`src/boot_strap_pkg.sv`:
```
package boot_strap_pkg;

    // Clock period of the sensing logic.
    localparam int CLK_PERIOD_NS = 25;

    // Straps must have settled this long before they are captured.
    localparam int SETTLE_TIME_NS = 1000;
    localparam int SETTLE_CYCLES =
        (SETTLE_TIME_NS + CLK_PERIOD_NS - 1) / CLK_PERIOD_NS;

    // Receive line held low this long counts as a break.
    localparam int BREAK_TIME_NS = 100000;
    localparam int BREAK_CYCLES =
        (BREAK_TIME_NS + CLK_PERIOD_NS - 1) / CLK_PERIOD_NS;

    localparam int CNT_W = 12;
    localparam int STRAP_W = 3;

    // Strap codes, bit 2 down to bit 0, pulled-up reads as one.
    localparam logic [STRAP_W-1:0] SERIAL_LOAD_BOOT     = 3'h4;
    localparam logic [STRAP_W-1:0] RUN_TWO_WIRE_DEBUG   = 3'h1;
    localparam logic [STRAP_W-1:0] RUN_FOUR_WIRE_DEBUG  = 3'h0;
    localparam logic [STRAP_W-1:0] BREAK_SELECTED_BOOT  = 3'h2;
    localparam logic [STRAP_W-1:0] FACTORY_RESTORE_BOOT = 3'h3;

    // Pin positions within the strap group.
    localparam int RF_PIN_W  = 2;
    localparam int STRAP_TWO = 2;

    // Reset values.
    localparam logic [STRAP_W-1:0]  STRAP_RESET = 3'h0;
    localparam logic [CNT_W-1:0]    CNT_ZERO    = 12'h000;
    localparam logic [RF_PIN_W-1:0] RF_RESET    = 2'h0;
    localparam logic [STRAP_W-1:0]  OE_N_OFF    = 3'h7;

    // Sequencer states.
    typedef enum logic [2:0] {
        ST_SETTLE,
        ST_HOLD,
        ST_BREAK_CHECK,
        ST_RUN
    } seq_state_t;

    // Boot flow chosen from the latched code.
    typedef enum logic [1:0] {
        FLOW_NONE,
        FLOW_SERIAL_LOAD,
        FLOW_FUNCTIONAL,
        FLOW_RESTORE
    } boot_flow_t;

endpackage : boot_strap_pkg

```
`src/boot_strap_mode_select.sv`:
```
`timescale 1ns/1ps

module boot_strap_mode_select (
    input  wire logic                 clk_sys_in,        // 40 MHz clock.
    input  wire logic                 reset_n_in,        // Power-on reset.
    input  wire logic                 ce_in,             // Clock enable.
    input  wire logic [2:0]           boot_strap_in,     // Strap pin levels.
    output logic      [2:0]           boot_strap_out,    // Strap pin drive.
    output logic      [2:0]           boot_strap_oe_n_out, // Low drives pin.
    input  wire logic                 ext_reset_low_in,  // External reset.
    input  wire logic                 uart_rx_in,        // Serial receive.
    input  wire logic [1:0]           rf_switch_in,      // Radio switch ctl.
    input  wire logic                 app_strap_two_in,  // App value, pin 2.
    input  wire logic                 app_strap_two_en_in, // App drives pin 2.
    output logic [2:0]                strap_code_out,    // Latched code.
    output logic                      strap_valid_out,   // Code latched.
    output logic                      core_reset_n_out,  // Core out of reset.
    output boot_strap_pkg::boot_flow_t boot_flow_out,    // Chosen boot flow.
    output logic                      serial_route_out,  // Serial on pins.
    output logic                      debug_two_wire_out, // Two-wire debug.
    output logic                      debug_four_wire_out, // Four-wire debug.
    output logic                      factory_restore_out // Restore start.
);

    // Debug routing is fixed by the code alone, so both outputs share it.
    function automatic logic is_two_wire(input logic [2:0] code);
        return code == boot_strap_pkg::RUN_TWO_WIRE_DEBUG;
    endfunction : is_two_wire

    function automatic logic is_four_wire(input logic [2:0] code);
        return code == boot_strap_pkg::SERIAL_LOAD_BOOT
            || code == boot_strap_pkg::RUN_FOUR_WIRE_DEBUG
            || code == boot_strap_pkg::BREAK_SELECTED_BOOT;
    endfunction : is_four_wire

    boot_strap_pkg::seq_state_t state;
    boot_strap_pkg::seq_state_t next_state;
    logic [boot_strap_pkg::CNT_W-1:0] count;
    logic [boot_strap_pkg::CNT_W-1:0] next_count;
    logic [2:0] code;
    logic [2:0] next_code;
    logic       valid;
    logic       next_valid;
    logic       ext_prev;
    logic       next_ext_prev;
    boot_strap_pkg::boot_flow_t flow;
    boot_strap_pkg::boot_flow_t next_flow;
    logic       restore;
    logic       next_restore;
    logic [2:0] pin_out;
    logic [2:0] next_pin_out;
    logic [2:0] pin_oe_n;
    logic [2:0] next_pin_oe_n;
    logic       ext_rise;
    logic       core_run;
    logic       next_core_run;
    logic       serial_route;
    logic       next_serial_route;
    logic       two_wire;
    logic       next_two_wire;
    logic       four_wire;
    logic       next_four_wire;

    assign ext_rise = ext_reset_low_in && !ext_prev;

    // Sequencer. The code is written only once, in the settle state, so an
    // external reset never re-samples it; only a power-on reset does.
    always_comb begin
        next_state    = state;
        next_count    = count;
        next_code     = code;
        next_valid    = valid;
        next_ext_prev = ext_reset_low_in;
        next_flow     = flow;
        next_restore  = 1'b0;
        case (state)
            boot_strap_pkg::ST_SETTLE: begin
                next_count = count + 1'b1;
                if (count == boot_strap_pkg::CNT_W'(
                        boot_strap_pkg::SETTLE_CYCLES - 1)) begin
                    next_code  = boot_strap_in;
                    next_valid = 1'b1;
                    next_count = boot_strap_pkg::CNT_ZERO;
                    next_state = boot_strap_pkg::ST_HOLD;
                end
            end
            boot_strap_pkg::ST_HOLD: begin
                next_flow  = boot_strap_pkg::FLOW_NONE;
                next_count = boot_strap_pkg::CNT_ZERO;
                if (ext_rise) begin
                    case (code)
                        boot_strap_pkg::SERIAL_LOAD_BOOT: begin
                            next_flow  = boot_strap_pkg::FLOW_SERIAL_LOAD;
                            next_state = boot_strap_pkg::ST_RUN;
                        end
                        boot_strap_pkg::BREAK_SELECTED_BOOT: begin
                            next_state = boot_strap_pkg::ST_BREAK_CHECK;
                        end
                        boot_strap_pkg::FACTORY_RESTORE_BOOT: begin
                            next_flow    = boot_strap_pkg::FLOW_RESTORE;
                            next_restore = 1'b1;
                            next_state   = boot_strap_pkg::ST_RUN;
                        end
                        default: begin
                            next_flow  = boot_strap_pkg::FLOW_FUNCTIONAL;
                            next_state = boot_strap_pkg::ST_RUN;
                        end
                    endcase
                end
            end
            boot_strap_pkg::ST_BREAK_CHECK: begin
                // A high line at any point means no break is being sent.
                next_count = count + 1'b1;
                if (!ext_reset_low_in) begin
                    next_state = boot_strap_pkg::ST_HOLD;
                end else if (uart_rx_in) begin
                    next_flow  = boot_strap_pkg::FLOW_FUNCTIONAL;
                    next_state = boot_strap_pkg::ST_RUN;
                end else if (count == boot_strap_pkg::CNT_W'(
                        boot_strap_pkg::BREAK_CYCLES - 1)) begin
                    next_flow  = boot_strap_pkg::FLOW_SERIAL_LOAD;
                    next_state = boot_strap_pkg::ST_RUN;
                end
            end
            boot_strap_pkg::ST_RUN: begin
                // Serial load has no timeout; only a reset leaves it.
                if (!ext_reset_low_in) begin
                    next_state = boot_strap_pkg::ST_HOLD;
                    next_flow  = boot_strap_pkg::FLOW_NONE;
                end
            end
            default: begin
                next_state = boot_strap_pkg::ST_SETTLE;
            end
        endcase
    end

    // Pin drive and output decode. All straps float while sensing so the
    // pulls set the levels. Decoding the next values keeps every output on
    // a flip-flop without adding a cycle of latency.
    always_comb begin
        next_pin_out      = 3'h0;
        next_pin_oe_n     = boot_strap_pkg::OE_N_OFF;
        next_core_run     = (next_state == boot_strap_pkg::ST_RUN);
        next_serial_route = (next_flow == boot_strap_pkg::FLOW_SERIAL_LOAD);
        next_two_wire     = next_valid && is_two_wire(next_code);
        next_four_wire    = next_valid && is_four_wire(next_code);
        if (next_state == boot_strap_pkg::ST_RUN) begin
            next_pin_out[boot_strap_pkg::RF_PIN_W-1:0] = rf_switch_in;
            next_pin_oe_n[boot_strap_pkg::RF_PIN_W-1:0] = 2'h0;
            next_pin_out[boot_strap_pkg::STRAP_TWO] =
                app_strap_two_in;
            next_pin_oe_n[boot_strap_pkg::STRAP_TWO] =
                !app_strap_two_en_in;
        end
    end

    // State registers; the clock enable freezes everything.
    always_ff @(posedge clk_sys_in or negedge reset_n_in) begin
        if (!reset_n_in) begin
            state    <= boot_strap_pkg::ST_SETTLE;
            count    <= boot_strap_pkg::CNT_ZERO;
            code     <= boot_strap_pkg::STRAP_RESET;
            valid    <= 1'b0;
            ext_prev <= 1'b0;
            flow     <= boot_strap_pkg::FLOW_NONE;
            restore  <= 1'b0;
            pin_out  <= 3'h0;
            pin_oe_n <= boot_strap_pkg::OE_N_OFF;
            core_run     <= 1'b0;
            serial_route <= 1'b0;
            two_wire     <= 1'b0;
            four_wire    <= 1'b0;
        end else if (ce_in) begin
            state    <= next_state;
            count    <= next_count;
            code     <= next_code;
            valid    <= next_valid;
            ext_prev <= next_ext_prev;
            flow     <= next_flow;
            restore  <= next_restore;
            pin_out  <= next_pin_out;
            pin_oe_n <= next_pin_oe_n;
            core_run     <= next_core_run;
            serial_route <= next_serial_route;
            two_wire     <= next_two_wire;
            four_wire    <= next_four_wire;
        end
    end

    // Outputs come straight from the flip-flops.
    assign boot_strap_out      = pin_out;
    assign boot_strap_oe_n_out = pin_oe_n;
    assign strap_code_out      = code;
    assign strap_valid_out     = valid;
    assign core_reset_n_out    = core_run;
    assign boot_flow_out       = flow;
    assign factory_restore_out = restore;
    assign serial_route_out    = serial_route;
    assign debug_two_wire_out  = two_wire;
    assign debug_four_wire_out = four_wire;
endmodule : boot_strap_mode_select

```
`config.mk`:
```
export PLATFORM = sky130hd
export DESIGN_NAME = boot_strap_mode_select
export DESIGN_NICKNAME = d
export VERILOG_FILES = /design/src/boot_strap_pkg.sv /design/src/boot_strap_mode_select.sv
export SDC_FILE = /design/constraint.sdc
export NUM_CORES = 1
export LEC_CHECK = 0
export ABC_AREA = 1
export BUFFER_PORTS_ARGS = -buffer_cell sky130_fd_sc_hd__buf_2
export CAP_MARGIN = 5
export CORE_MARGIN = 4
export CORE_UTILIZATION = 35
export CTS_CLUSTER_DIAMETER = 80
export DETAILED_ROUTE_END_ITERATION = 8
export HOLD_SLACK_MARGIN = 0.03
export SLEW_MARGIN = 25
export SYNTH_ARGS = -nofsm -noshare
export SYNTH_HDL_FRONTEND = slang
export SYNTH_SLANG_ARGS = --single-unit
```
`constraint.sdc`:
```
create_clock -name clk_sys_in -period 1.7 [get_ports clk_sys_in]
set_input_delay 0.17 -clock clk_sys_in [delete_from_list [all_inputs] [get_ports clk_sys_in]]
set_output_delay 0.17 -clock clk_sys_in [all_outputs]
set_load 0.1 [all_outputs]
```
==> impl_metrics.ini, run 1 <==
[synthesis]
synth_top_area_cell = dfrtp_1
syn_avg_cell_area_um2 = 7.109
synth_common_cells = nand2_1, inv_1, dfrtp_1, nor2_1, nand3_1
synth_most_common_cell = nand2_1
synth.cell_area_mm2 = 0.001877
synth_fp_nets = 277
ys_warn_count = 0
synthTopCellsByArea = dfrtp_1, nand2_1, inv_1
asyncSetResetFlopFracSynth_pct = 100.0
synth_ff_type = dfrtp_1
synth_cell_types = 34
synth_seq_area_share_pct = 42.80
ys_ff_latch = 32
syn_inst = 264
synth_top_area_share_pct = 40.00
synth_edf_count = 0

[timing]
fin_tns_setup_ns = 0
setup_viol = 0
slew_viol_final = 0
hold_viol = 0
period_needed_ns = 1.603
finalCritPeriodShare_pct = 94.30
worst_slack_ns = 0.09696
finClkSkew_ns = 0.007915
fmax_mhz = 623.8
relSlewSlack_pct = 51.57
holdWs_ns = 0.1075
tightest_slew_ns = 0.7265

[setup_path]
path_buf_inv = 1
crit_fanout = 7
cpMostUsedCell = nand3_1
crit_type = register to register
cp_top_family = simple AND/OR/NAND/NOR gates
arrival_ns = 1.76
cp-end-kind = register
max_stage_delay_ns = 0.40
required_ns = 1.86
crit_path_top_delay_cell = dfrtp_1
path_cells = ha_1, nand2_1, clkinv_1, nand3_1, nor2_1, nand3_1, nor2_4, or2_2
startpoint_type = register

[route]
ant_nets = 0
dr.first_iter.drc_count = 106
wl_met1_um = 2123
dr_wl_met2_um = 2003
post_drt_wl_per_cell_um = 11.70
wl_um = 4354
wl_met3_um = 143
dr.pass1.iters = 4
via_per_inst = 4.651
vias = 1730
drc = 0
routed.top_layer = met4

[power_and_ir_drop]
clkPwrFrac_pct = 18.1
p_int_mw = 1.680
combPwrFrac_pct = 47.0
power_density_mw_per_mm2 = 1463
p_sw_share_pct = 49.06
power.leakage_nw = 1.201
finalPower_mw = 3.299
switchingPower_mw = 1.618
ir_drop_mv = 0.5789
seqPwrFrac_pct = 34.9

[placement]
port_buffers = 28
pre_cts_slack_ns = 0.02740
gp_congestion = 0.9167
dpl.hpwl_um = 3272
dpl_cell_area_mm2 = 0.002116

[finish]
drive_above_1_share_pct = 23.51
syn_to_final_growth_pct = 20.13
diodes = 0
design_area_mm2 = 0.002255
nNetsFinal = 314

[clock_network]
clk_path_buf_depth = 2
htreeDepth = 2
cts-root-buf = clkbuf_8
clock-sinks = 32
cts_tree = done
clkTransAtPathRegs_ns = 0.06
clk_latency_ns = 0.28
cts_buffers = 5

[die]
die-area_mm2 = 0.006598
rows = 26
die_x_um = 81.23
io_pins = 29
initial_core_util_pct = 36.51
core_area_mm2 = 0.005140
dieHeight_um = 81.23

[status]
run_status = complete, no violations

[worst_hold_path]
hp-class = input port to register

[grt]
first_global_vias = 1620
grt_max_degree = 33
grt_overflow = 0
track_usage_pct = 14.55
antenna_found_initial = 0
grt_pass1_wl_um = 7410

[run]
drv_cap = 0
[cell usage in the layout, fill, tap and decap left out, types with 2 or more instances in the layout]
cell	instances
nor2_4	2
inv_2	4
a21oi_1	4
dfstp_2	2
nand3_2	4
buf_2	28
nor2_1	27
o21ai_0	14
clkbuf_8	6
nor3_1	4
buf_4	4
clkbuf_1	2
dfrtp_2	3
or2_2	3
nand3_1	21
dfrtp_1	27
nor2_2	4
a21oi_4	2
nand4_1	5
nand2_1	78
inv_1	37
nand2_2	4
[path summary, 6_finish.rpt]
kind | cells past startpoint | endpoint | slack [ns] | startpoint
max | 8 | strap_valid_out$_DFFE_PN0P_ | 0.1 | count[0]$_DFFE_PN0P_
min | 3 | strap_code_out[2]$_DFFE_PN0P_ | 0.11 | boot_strap_in[2]
max reg2reg | 8 | strap_valid_out$_DFFE_PN0P_ | 0.1 | count[0]$_DFFE_PN0P_
min reg2reg | 2 | core_reset_n_out$_DFFE_PN0P_ | 0.48 | core_reset_n_out$_DFFE_PN0P_
max in group asynchronous | 2 | strap_code_out[0]$_DFFE_PN0P_ | 0.70 | reset_n_in
min in group asynchronous | 2 | count[9]$_DFFE_PN0P_ | 0.49 | reset_n_in
[final cells by class]
cell class	count	area (µm²)
Fill cell	576	2885
Multi-Input combinational cell	186	925.9
Sequential cell	32	807.0
Timing Repair Buffer	33	180.2
Inverter	43	163.9
Clock buffer	8	90.09
Tap cell	70	87.58
[repair_timing]
action,in CTS,in global routing
hold buffers,1,0
gates resized for setup,0,10
endpoints found under the hold margin,30,0
buffers inserted,0,1
setup endpoints to repair,0,12
[per-layer routing]
layer,GRT usage [%],up-vias
met4,5.574,0
met1,19.10,798
met2,23.15,28
met5,0,-
met3,3.437,8
li1,-,896
[power groups by stage]
| stage | combinational (mW) | sequential (mW) | clock, mW |
|---|---|---|---|
| CTS | 1.52 | 1.15 | 0.624 |
| global route | 1.71 | 1.18 | 0.660 |
| floorplan | 0.700 | 1.62 | 0 |
| global placement | 1.51 | 1.16 | 0 |
| finish | 1.55 | 1.15 | 0.598 |
| detailed placement | 1.52 | 1.16 | 0 |
[sequential cells by signal (all words and copies together) (netlist names)]
name	flops
boot_strap_oe_n_out	2
serial_route_out	1
state	3
strap_code_out	3
ext_prev	1
debug_four_wire_out	1
boot_flow_out	2
core_reset_n_out	1
debug_two_wire_out	1
strap_valid_out	1
count	12
factory_restore_out	1
boot_strap_out	3
[through the flow]
step | utilization (%) | cells
after floorplan | - | 264
after global placement | 41.16 | 362
after detailed placement | 41.16 | 362
after CTS | 43.11 | 371
after global routing | 43.87 | 372
final | 43.87 | 372
[worst min-delay path, stage by stage]
cell and delay, ns:
buf_2 0.09, nand2_1 0.04, o21ai_0 0.05
[logic make-up (layout without fill, tap and decap cells)]
kind of cell             Yosys count  after routing  synth area share (%)
buffers and inverters             46             84                 9.534
AO/OA/AOI/OAI                     26             26                 8.201
XOR/XNOR                           1              1                0.4668
AND/OR/NAND/NOR                  158            158                 38.33
adder cells (fa/ha/maj)            1              1                0.6666
flip-flops                        32             32                 42.80
(Power assumes the default switching activity.)
==> run 2, diff against run 1 <==
Clock period 1.7 ns to 1.45 ns, I/O delays scaled along.
==> run 2 against run 1 <==
  * The flow now finishes with violations (negative setup slack)
  * Clock skew increased by 0.0017 ns
  * Via count increased by 8.8%
  * Worst setup slack got worse by 0.18 ns
  * Maximum frequency increased by 4.7%
  * Core utilization increased by 7.6 points
  * Routed wire length increased by 12%
  * Total power increased by 34%
  * Largest power group unchanged
==> impl_metrics.ini, run 2 (synthesis gave the netlist of run 1 again) <==
[timing]
fmax_mhz = 653.1
finClkSkew_ns = 0.009619
relSlewSlack_pct = 67.74
finalCritPeriodShare_pct = 105.6
holdWs_ns = 0.08065
period_needed_ns = 1.531
tightest_slew_ns = 0.4872
slew_viol_final = 0
worst_slack_ns = -0.08107
setup_viol = 19
fin_tns_setup_ns = -0.8971
hold_viol = 0
rsz0062_at_grt = yes

[clock_network]
clock-sinks = 32
cts-root-buf = clkbuf_8
cts_tree = done
cts_buffers = 5
htreeDepth = 2
clk_path_buf_depth = 2
clk_latency_ns = 0.29
clkTransAtPathRegs_ns = 0.07

[route]
wl_met1_um = 2259
dr.first_iter.drc_count = 97
drc = 0
vias = 1882
wl_um = 4892
wl_met3_um = 151
routed.top_layer = met4
dr_wl_met2_um = 2396
post_drt_wl_per_cell_um = 12.35
dr.pass1.iters = 4
via_per_inst = 4.753
ant_nets = 0

[worst_hold_path]
worstHoldEndpoint = boot_strap_out[1]$_DFFE_PN0P_
hp-class = input port to register
min_from = rf_switch_in[1]
holdPathStages = 3

[power_and_ir_drop]
switchingPower_mw = 2.157
ir_drop_mv = 0.7160
p_sw_share_pct = 48.89
power.leakage_nw = 1.365
clkPwrFrac_pct = 16.6
p_int_mw = 2.254
seqPwrFrac_pct = 31.2
power_density_mw_per_mm2 = 1667
combPwrFrac_pct = 52.2

[die]
initial_core_util_pct = 36.51
die_x_um = 81.23
io_pins = 29
dieHeight_um = 81.23
core_area_mm2 = 0.005140
rows = 26
die-area_mm2 = 0.006598

[grt]
grt_overflow = 0
grt_max_degree = 20
track_usage_pct = 15.44
grt_pass1_wl_um = 7955
first_global_vias = 1822
antenna_found_initial = 0

[setup_path]
max_stage_delay_ns = 0.40
crit_fanout = 8
crit_type = register to register
startpoint_type = register
crit_path_top_delay_cell = dfrtp_1
path_cells = ha_4, nand2_4, inv_4, nand2_4, nor2_4, nand2_2, a21oi_4, nand2_4, o21ai_1, nor2_1
required_ns = 1.62
cp-end-kind = register
cp_top_family = simple AND/OR/NAND/NOR gates
r2r_cells = 10
worstReg2RegStart = count[1]$_DFFE_PN0P_
r2r_slack_ns = -0.08
arrival_ns = 1.70
cpMostUsedCell = nand2_4
path_buf_inv = 1
r2r_end = count[8]$_DFFE_PN0P_

[finish]
final_common_cell = nand2_1
final_cell_mix = nand2_1, inv_1, buf_2
diodes = 0
nNetsFinal = 338
instances_no_fill = 396
design_area_mm2 = 0.002646
largest_register_ffs = 12
regMostFlops = count
syn_to_final_growth_pct = 41.00
drive_above_1_share_pct = 41.72

[placement]
dpl_cell_area_mm2 = 0.002265
pre_cts_slack_ns = -0.1349
gp_congestion = 0.8538
dpl.hpwl_um = 3567
port_buffers = 28
place_inst = 379

[run]
drv_cap = 0

[status]
run_status = finished with violations
violations = negative setup slack
run 2: cell types whose count changed in the layout (fill, tap and decap cells not counted), moves of 5 or more:
cell	previous run	this run
buf_4	4	23
nand2_1	78	69
nand2_2	4	9
nand3_2	4	13
inv_1	37	32
nand3_1	21	10
run 2: timing repair:
item | 4_1_cts | 5_1_grt
endpoints found under the hold margin | 13 | 0
gates cloned | 0 | 0
buffers inserted | 3 | 5
gates resized for setup | 18 | 49
pin swaps | 12 | 10
hold buffers | 1 | 0
setup endpoints to repair | 28 | 29
run 2: worst max path at each step:
stage / endpoint / startpoint / cells after the start
after detailed placement: state[0]$_DFFE_PN0P_ / count[0]$_DFFE_PN0P_ / 9
after floorplan: count[10]$_DFFE_PN0P_ / count[0]$_DFFE_PN0P_ / 10
final: count[8]$_DFFE_PN0P_ / count[1]$_DFFE_PN0P_ / 10
after global placement: state[0]$_DFFE_PN0P_ / count[0]$_DFFE_PN0P_ / 9
after global routing: debug_four_wire_out$_DFFE_PN0P_ / count[1]$_DFFE_PN0P_ / 12
after CTS: count[8]$_DFFE_PN0P_ / count[0]$_DFFE_PN0P_ / 10
run 2: metal layers:
metal	vias up	global-route usage, %
li1	951	-
met1	897	19.82
met2	28	26.03
met3	6	3.548
met4	0	4.223
met5	-	0
run 2: through the flow:
stage / total power [mW] / utilization [%]
2_1_floorplan: 2.747 / -
3_3_place_gp: 3.280 / 44.06
3_5_place_dp: 3.306 / 44.06
4_1_cts: 4.132 / 47.59
5_1_grt: 4.731 / 51.48
6_report: 4.411 / 51.48
run 2: worst reg2reg max path, stage by stage (launching register included):
cell and delay [ns]:
dfrtp_1 0.40, ha_4 0.18, nand2_4 0.06, inv_4 0.07
nand2_4 0.05, nor2_4 0.12, nand2_2 0.09, a21oi_4 0.19
nand2_4 0.12, o21ai_1 0.09, nor2_1 0.05
run 2: final cells by class:
cell class	count	area (µm²)
clock inverters	1	7.507
multi-input cells	186	1090
flip-flops and latches	32	818.3
fillers	523	2494
inverters	43	168.9
repair buffers	57	387.9
clock buffers	7	86.33
well taps	70	87.58
run 2: power groups by stage:
| stage | clock network [mW] | logic [mW] | registers, mW |
|---|---|---|---|
| 5_1_grt | 0.792 | 2.53 | 1.41 |
| 3_5_place_dp | 0 | 1.95 | 1.36 |
| 6_report | 0.731 | 2.30 | 1.38 |
| 2_1_floorplan | 0 | 0.821 | 1.93 |
| 4_1_cts | 0.751 | 2.03 | 1.35 |
| 3_3_place_gp | 0 | 1.93 | 1.35 |
